[src/pkg/exec_pkg.sv]
// Purpose: shared constants and types for the return/rotate/or execution slice
// Assumes: 8-bit data path, one instruction issued per request pulse
// Notes: opcode codes and widths below are local choices for this slice
package exec_pkg;
    localparam int DATA_W = 8;
    localparam int ADDR_W = 8;
    localparam int PC_W = 13;
    localparam logic [DATA_W-1:0] ACC_RESET = 8'h00;
    localparam logic [PC_W-1:0] PC_RESET = 13'h0000;
    localparam logic [PC_W-1:0] IRQ_VECTOR_DEFAULT = 13'h0004;
    localparam int MSB_POS = 7;
    localparam int LSB_POS = 0;

    // instruction selector driven by the decoder in front of this unit
    typedef enum logic [2:0] {
        OP_NONE = 3'b000,
        OP_OR_TO_MEMORY = 3'b001,
        OP_SUBROUTINE_RETURN = 3'b010,
        OP_RETURN_WITH_LITERAL = 3'b011,
        OP_INTERRUPT_RETURN = 3'b100,
        OP_ROTATE_LEFT_MEMORY = 3'b101
    } exec_op_t;

    // execution sequencer states
    typedef enum logic [1:0] {
        ST_IDLE = 2'b00,
        ST_WRITE = 2'b01,
        ST_VECTOR = 2'b10
    } exec_state_t;
endpackage : exec_pkg

[src/pkg/alu_if.sv]
// Purpose: carries operands and result between the sequencer and the byte alu
// Assumes: purely combinational alu
// Notes: none
`timescale 1ns/10ps
interface alu_if;
    import exec_pkg::*;
    logic [DATA_W-1:0] acc;
    logic [DATA_W-1:0] mem;
    exec_op_t op;
    logic [DATA_W-1:0] result;
    logic zero;
    modport user (output acc, output mem, output op, input result, input zero);
    modport alu (input acc, input mem, input op, output result, output zero);
endinterface : alu_if

[src/logic/byte_alu.sv]
// Purpose: computes the memory result for or and rotate-left
// Assumes: operands held stable by the caller
// Notes: zero is reported for every result; the caller decides who keeps it
`timescale 1ns/10ps
module byte_alu
    import exec_pkg::*;
(
    alu_if.alu bus
);
    // result selection; other ops pass memory through untouched
    always_comb begin
        unique case (bus.op)
            OP_OR_TO_MEMORY: bus.result = bus.acc | bus.mem;
            OP_ROTATE_LEFT_MEMORY: bus.result = {bus.mem[MSB_POS-1:LSB_POS], bus.mem[MSB_POS]};
            default: bus.result = bus.mem;
        endcase
        bus.zero = (bus.result == '0);
    end
endmodule : byte_alu

[src/logic/return_or_rotate_exec.sv]
// Purpose: executes or-to-memory, rotate-left-memory and the three return forms
// Assumes: the stack top and memory read data are valid while exec_valid_in is high
// Notes: one instruction at a time; a new request is ignored while busy_out is high
//        memory operands arrive already read; this unit only issues the write-back
//        an interrupt return with a request pending leaves its return address on the stack,
//        so the service routine's own return resumes the interrupted program
//        every port is a flop, so downstream logic sees no decode glitches
`timescale 1ns/10ps
module return_or_rotate_exec
    import exec_pkg::*;
#(
    parameter logic [PC_W-1:0] IRQ_VECTOR = IRQ_VECTOR_DEFAULT
)(
    // clock and reset
    input wire logic clock_in,
    input wire logic resetn_in,
    // instruction request
    input wire logic exec_valid_in,
    input wire logic [2:0] exec_op_in,
    input wire logic [ADDR_W-1:0] mem_addr_in,
    input wire logic [DATA_W-1:0] literal_in,
    input wire logic [DATA_W-1:0] mem_rdata_in,
    input wire logic [PC_W-1:0] stack_top_in,
    input wire logic irq_pending_in,
    // memory write port
    output logic mem_we_out,
    output logic [ADDR_W-1:0] mem_addr_out,
    output logic [DATA_W-1:0] mem_wdata_out,
    // stack and program flow
    output logic stack_pop_out,
    output logic pc_load_out,
    output logic [PC_W-1:0] pc_out,
    output logic irq_ack_out,
    // architectural state
    output logic [DATA_W-1:0] working_accumulator_out,
    output logic zero_flag_out,
    output logic master_interrupt_enable_out,
    output logic busy_out
);
    exec_state_t state_reg;
    exec_op_t op_in;
    logic [DATA_W-1:0] acc_reg;
    logic zero_reg;
    logic emi_reg;
    logic [PC_W-1:0] vec_pc_reg;
    // request strobes, one per class of taken instruction
    logic take;
    logic take_mem;
    logic take_sub_ret;
    logic take_interrupt_return_plain;
    logic take_interrupt_return_pending;
    logic busy_reg;
    alu_if alu_bus ();

    // op class decode, used only by the take_mem and take_sub_ret strobes
    function automatic logic is_mem_op(input exec_op_t op);
        return (op == OP_OR_TO_MEMORY) || (op == OP_ROTATE_LEFT_MEMORY);
    endfunction : is_mem_op

    // plain and literal returns pop the stack the same way
    function automatic logic is_sub_return(input exec_op_t op);
        return (op == OP_SUBROUTINE_RETURN) || (op == OP_RETURN_WITH_LITERAL);
    endfunction : is_sub_return

    assign op_in = exec_op_t'(exec_op_in);
    assign take = exec_valid_in && (state_reg == ST_IDLE);
    // one strobe per class of taken request; the zero, accumulator and enable processes decode take and op_in directly
    assign take_mem = take && is_mem_op(op_in);
    assign take_sub_ret = take && is_sub_return(op_in);
    assign take_interrupt_return_plain = take && (op_in == OP_INTERRUPT_RETURN) && !irq_pending_in;
    assign take_interrupt_return_pending = take && (op_in == OP_INTERRUPT_RETURN) && irq_pending_in;
    // the alu works on the accumulator and the byte offered with the current request
    assign alu_bus.acc = acc_reg;
    assign alu_bus.mem = mem_rdata_in;
    assign alu_bus.op = op_in;

    // purely combinational; its result is captured only when a memory op is taken
    byte_alu u_alu (
        .bus(alu_bus)
    );

    // sequencer: memory ops write one cycle later, interrupt return may add a vector cycle
    always_ff @(posedge clock_in) begin
        if (!resetn_in) begin
            state_reg <= ST_IDLE;
        end else begin
            unique case (state_reg)
                ST_IDLE: begin
                    if (take_mem) begin
                        state_reg <= ST_WRITE;
                    end else if (take_interrupt_return_pending) begin
                        state_reg <= ST_VECTOR;
                    end
                end
                ST_WRITE: state_reg <= ST_IDLE;
                ST_VECTOR: state_reg <= ST_IDLE;
                default: state_reg <= ST_IDLE;
            endcase
        end
    end

    // busy kept as a flop of its own so the port is registered; it tracks the sequencer's
    // next state, which leaves idle only for a memory op or a pending interrupt return
    always_ff @(posedge clock_in) begin
        if (!resetn_in) begin
            busy_reg <= 1'b0;
        end else if (take_mem || take_interrupt_return_pending) begin
            busy_reg <= 1'b1;
        end else begin
            busy_reg <= 1'b0;
        end
    end

    // memory write-back of the alu result
    always_ff @(posedge clock_in) begin
        if (!resetn_in) begin
            mem_we_out <= 1'b0;
            mem_addr_out <= '0;
            mem_wdata_out <= '0;
        end else begin
            mem_we_out <= 1'b0;
            if (take_mem) begin
                mem_we_out <= 1'b1;
                mem_addr_out <= mem_addr_in;
                mem_wdata_out <= alu_bus.result;
            end
        end
    end

    // zero flag: only or-to-memory touches it, rotate and returns leave it alone
    // a rotate whose result happens to be zero must not disturb it either
    always_ff @(posedge clock_in) begin
        if (!resetn_in) begin
            zero_reg <= 1'b0;
        end else if (take && op_in == OP_OR_TO_MEMORY) begin
            zero_reg <= alu_bus.zero;
        end
    end

    // accumulator: only the literal return writes it
    // or-to-memory reads it but leaves it as it was
    always_ff @(posedge clock_in) begin
        if (!resetn_in) begin
            acc_reg <= ACC_RESET;
        end else if (take && op_in == OP_RETURN_WITH_LITERAL) begin
            acc_reg <= literal_in;
        end
    end

    // master enable set by interrupt return; cleared again in the vector cycle after a pending one is taken,
    // as any interrupt entry would, so the vector runs with interrupts masked
    always_ff @(posedge clock_in) begin
        if (!resetn_in) begin
            emi_reg <= 1'b0;
        end else if (take && op_in == OP_INTERRUPT_RETURN && !irq_pending_in) begin
            emi_reg <= 1'b1;
        end else if (state_reg == ST_VECTOR) begin
            emi_reg <= 1'b0;
        end else if (take && op_in == OP_INTERRUPT_RETURN) begin
            emi_reg <= 1'b1;
        end
    end

    // stack pop: every return form pops except an interrupt return with a request pending,
    // whose return address stays on the stack for the service routine's own return
    always_ff @(posedge clock_in) begin
        if (!resetn_in) begin
            stack_pop_out <= 1'b0;
        end else begin
            stack_pop_out <= take_sub_ret || take_interrupt_return_plain;
        end
    end

    // vector address captured when the pending case is taken, used one cycle later
    always_ff @(posedge clock_in) begin
        if (!resetn_in) begin
            vec_pc_reg <= PC_RESET;
        end else if (take_interrupt_return_pending) begin
            vec_pc_reg <= IRQ_VECTOR;
        end
    end

    // program counter load: the popped address, or the vector in the extra cycle
    always_ff @(posedge clock_in) begin
        if (!resetn_in) begin
            pc_load_out <= 1'b0;
            pc_out <= PC_RESET;
        end else begin
            pc_load_out <= 1'b0;
            if (take_sub_ret || take_interrupt_return_plain) begin
                pc_load_out <= 1'b1;
                pc_out <= stack_top_in;
            end else if (state_reg == ST_VECTOR) begin
                pc_load_out <= 1'b1;
                pc_out <= vec_pc_reg;
            end
        end
    end

    // acknowledge goes out with the vector load so the requester can drop its pending level
    always_ff @(posedge clock_in) begin
        if (!resetn_in) begin
            irq_ack_out <= 1'b0;
        end else begin
            irq_ack_out <= (state_reg == ST_VECTOR);
        end
    end

    // ports straight from their flops
    assign working_accumulator_out = acc_reg;
    assign zero_flag_out = zero_reg;
    assign master_interrupt_enable_out = emi_reg;
    assign busy_out = busy_reg;
endmodule : return_or_rotate_exec

[config.mk]
export PLATFORM = sky130hd
export DESIGN_NAME = return_or_rotate_exec
export DESIGN_NICKNAME = d
export VERILOG_FILES = /design/src/pkg/exec_pkg.sv /design/src/pkg/alu_if.sv /design/src/logic/byte_alu.sv /design/src/logic/return_or_rotate_exec.sv
export SDC_FILE = /design/constraint.sdc
export NUM_CORES = 1
export LEC_CHECK = 0
export BUFFER_PORTS_ARGS = -buffer_cell sky130_fd_sc_hd__buf_4
export CORE_UTILIZATION = 38
export CTS_CLUSTER_SIZE = 24
export DETAILED_ROUTE_END_ITERATION = 10
export GPL_TIMING_DRIVEN = 0
export PLACE_DENSITY_LB_ADDON = 0.3
export SLEW_MARGIN = 0
export SYNTH_ARGS = -nofsm -noshare
export SYNTH_HDL_FRONTEND = slang
export SYNTH_SLANG_ARGS = --single-unit
[constraint.sdc]
create_clock -name clock_in -period 2.77 [get_ports clock_in]
set_input_delay 0.1385 -clock clock_in [delete_from_list [all_inputs] [get_ports clock_in]]
set_output_delay 0.1385 -clock clock_in [all_outputs]
set_load 0.01 [all_outputs]
# Yosys cells after proc, flatten, opt, wreduce, memory -nomap -nowiden
# Index checks and enable logic that the tools add are counted.
# word_totals
inputBits	44
word_cells	55
register_bits	47
output_inout_bits	44
# classes
bitwise_logic	3
muxes	12
eq_ne	6
reduce_logical	20
# ops
cell	count
$mux W13	2
$pmux W8 S2	1
$mux W1	9
$logic_and A1 B1 Y1	8
$logic_not A8 Y1	1
$or A8 B8 Y8	1
$eq A3 B2 Y1 const B	2
$eq A3 B3 Y1 const B	2
$logic_or A1 B1 Y1	4
$reduce_bool A2 Y1	2
$eq A3 B1 Y1 const B	1
$reduce_bool A3 Y1	1
$reduce_or A3 Y1	1
$eq A2 B2 Y1 const B	1
$logic_not A2 Y1	1
$not A1 Y1	2
$reduce_and A2 Y1	1
$logic_not A1 Y1	1

# Depth between registers and ports, before layout
# logic_depth
word_depth	6
depth_mapped	7
mapped_depth_nobuf	5

# Cells and area by module
# Synthesis repeated with hierarchy kept, for this count alone.
# hier_totals
cells_unflattened	251
area_unflattened_um2	2075.7
# by_module_without_submodules
module	seq_area_each_um2	cells_per_inst	n_inst	area_per_inst_um2
return_or_rotate_exec	940.9	211	1	1858.0
byte_alu	0.0	40	1	217.7

# Least setup slack after synthesis
# Ideal clock, no wire load.
# synth_path
path_type	register -> register
startpoint	reg state_reg[1]
endpoint	reg zero_reg (netlist: zero_flag_out)
t_arrival_ns	1.441
slack_ns	1.207
setup_time_ns	0.122
path_stages_with_launch	7
n_path_buf	2
synth_period_minus_slack_ns	1.563
required_time_ns	2.648
path_cell_list	dfxtp_1 -> or3b_4 -> or2_1 -> buf_2 -> buf_2 -> o211ai_1 -> o21ai_1
# synth_between
elab_chain_len	3
# synth_lines
element	line_no	source
from (decl)	return_or_rotate_exec.sv:40	exec_state_t state_reg;
from (signal assigned)	return_or_rotate_exec.sv:85	state_reg <= ST_IDLE;
from (signal assigned)	return_or_rotate_exec.sv:90	state_reg <= ST_WRITE;
from (signal assigned)	return_or_rotate_exec.sv:92	state_reg <= ST_VECTOR;
$logic_not A2 Y1	return_or_rotate_exec.sv:66	assign take = exec_valid_in && (state_reg == ST_IDLE);
$logic_and A1 B1 Y1	return_or_rotate_exec.sv:66	
$logic_and A1 B1 Y1	return_or_rotate_exec.sv:135	end else if (take && op_in == OP_OR_TO_MEMORY) begin
to (signal assigned)	return_or_rotate_exec.sv:136	zero_reg <= alu_bus.zero;
to (decl)	return_or_rotate_exec.sv:43	logic zero_reg;
# No other way between the ends.
# A chain may end at the register's enable or synchronous reset.

# Final worst setup path
# Same ends and word-level chain as after synthesis.

==> qor.txt <==
Max-cap violations: 0
DRT Pass-1 Iters: 10
Post-synthesis cell area: 0.00182 mm2
PwrDens: 503 mW/mm2
Largest net degree at the start of global routing: 14
RSZ-0062 raised after global routing: false
Critical path endpoint category: flop
DP HPWL: 3.33 mm
Post-synth EDFFs: 0
Largest Register: pc_out
Max_slew headroom: 0.716
Final setup violation count: 0
Initial Util: 0.407
P&R area growth vs syn: 44.9%
Hold_ws: 0.0591 ns
Final wirelength: 4.37 mm
Initial antenna violation count: 0
Rows: 24
Post-CTS Setup Repair Bufs: 0
IO Port Bufs: 87
FF+latch count, synth: 47
Comb pwr share: 0.134
Fin crit share: 0.616
Final slew viol count: 0
Synth unique cells: 31
Final hold vios: 0
Vias in the first global route: 1,480
Failing checks: DRC
Clock Tree Root: clkbuf_8
1st-iter DRT viols: 92
Status: complete, but fails checks
Total Nets Final: 333
Number of buffers created by CTS: 5
CTS tree: done
Setup TNS: 0 ns
Layout cell share with drive strength beyond 1: 0.366
Number of gates resized after cts: 0
Chip width: 71.2 um
Vias: 1,671
LEAKAGE: 1.17 nW
Syn_area_per_cell: 9.34 um2
Tmin final: 1.71 ns
Sequential share of power: 0.533
First-pass GRT wire length: 7.00 mm
DR WL/cell: 12.8 um
Non-Filler Instances: 342
Syn_nets: 239
Remaining Overflow, GRT: 0
Reg clk slew, reported paths: 0.08 ns
Layout Skew: 0.00443 ns
Worst hold path type: in2reg
Die area: 0.00508 mm2
Vias per cell: 4.89
VDD IR max: 324 uV
GRT Resource Usage Total: 0.179
Tightest Pin Transition: 0.427 ns
Core Region: 0.00447 mm2
Cell Count Post-Placement: 334
Async S/R FF share, synth: 0
Max reg flops: 13
WP data required: 2.95 ns
Most common cell after layout, fill and taps aside: buf_4
CP Class: reg2reg
Clk_lat worst skew: 0.29 ns
Internal: 1.02 mW
Hold-fix buffers, CTS: 0
I/O pins: 88
Syn. warnings: 0
Antenna diodes: 0
Synth Flop Type: dfxtp_1
Seq/Total Area, Yosys: 0.516
Clk pwr share: 0.333
Most frequent cells in the layout: 88 x buf_4, 47 x dfxtp_1, 25 x nand2_1, 24 x nor2_1, 12 x a22o_1
Max clock buf depth: 2
Arrival time worst endpoint: 1.88 ns
CP Max Fanout: 10
H-tree levels: 2
NetSw: 0.304 mW
Drt drc: 5
RD Place Congestion: 0.792
Die Span Y: 71.2 um
Max Fclk: 586 MHz
Routed Antenna Nets: 0
Synth Instances: 195
Worst setup SP type: flop
# clock sinks: 47
Fraction of power spent switching nets: 0.229
power by group through the flow:
stage | logic, mW | registers (mW) | clock network (mW)
2_1_floorplan | 0.0685 | 0.733 | 0
3_3_place_gp | 0.176 | 0.723 | 0
3_5_place_dp | 0.178 | 0.724 | 0
4_1_cts | 0.178 | 0.708 | 0.459
5_1_grt | 0.194 | 0.711 | 0.486
6_report | 0.177 | 0.708 | 0.443
Yosys cell counts, drive strengths merged, types with 2 or more instances:
cell / number / area share
nor2: 24 / 0.049
o221ai: 2 / 0.0096
nand2b: 2 / 0.0069
or3b: 2 / 0.011
buf: 7 / 0.027
mux2i: 8 / 0.044
a22o: 12 / 0.058
clkbuf: 6 / 0.012
nand4: 2 / 0.0069
a21boi: 11 / 0.045
or2: 3 / 0.010
and2: 10 / 0.035
a21oi: 2 / 0.0055
o22ai: 6 / 0.021
nor2b: 11 / 0.038
nand2: 25 / 0.052
dfxtp: 47 / 0.52
o211ai: 2 / 0.0082
o21ai: 7 / 0.019
stage by stage:
stage          setup slack (ns)   util  instance area (um2)  power, mW
4_1_cts                    1.07  0.590                 2640       1.35
2_1_floorplan              1.21      -                 1820      0.801
6_report                   1.06  0.590                 2640       1.33
5_1_grt                   0.934  0.590                 2640       1.39
3_5_place_dp               1.09  0.568                 2540      0.902
3_3_place_gp               1.12  0.568                 2540      0.900
logic make-up (layout without fill, tap and decap cells):
family / after synthesis / in the layout / synth area share
AOI/OAI and AO/OA: 44 / 44 / 0.175
buffers and inverters: 14 / 109 / 0.0419
DFF: 47 / 47 / 0.516
and+or+nand+nor: 82 / 82 / 0.223
muxes: 8 / 8 / 0.0440
worst max-delay path, stage by stage (launching register included):
cell and delay (ns):
dfxtp_1 0.33, or3b_4 0.43, or2_1 0.23, buf_2 0.15
buf_2 0.19, o211ai_1 0.18, o21ai_1 0.09
worst paths after layout:
check        cells after the start            start  slack, ns               to
max                              6     state_reg[1]       1.06    zero_flag_out
max reg2reg                      6     state_reg[1]       1.06    zero_flag_out
min                              2  stack_top_in[0]       0.06        pc_out[0]
min reg2reg                      2  mem_addr_out[0]       0.46  mem_addr_out[0]
area by class of cell:
class | instances | area [um2]
fill | 424 | 1830
sequential | 47 | 941
buffer | 13 | 72.6
clock buffer | 8 | 100
tap | 52 | 65.1
multi-input combinational | 134 | 805
inverter | 1 | 3.75
timing repair buffer | 87 | 653
layer usage:
layer	GRT usage	vias up	wire length [um]
met4	0.0667	0	28
met5	0	-	0
met1	0.236	757	1920
met2	0.280	60	2140
met3	0.0520	2	274
li1	-	852	-
Power figures use the tool's default switching activity.
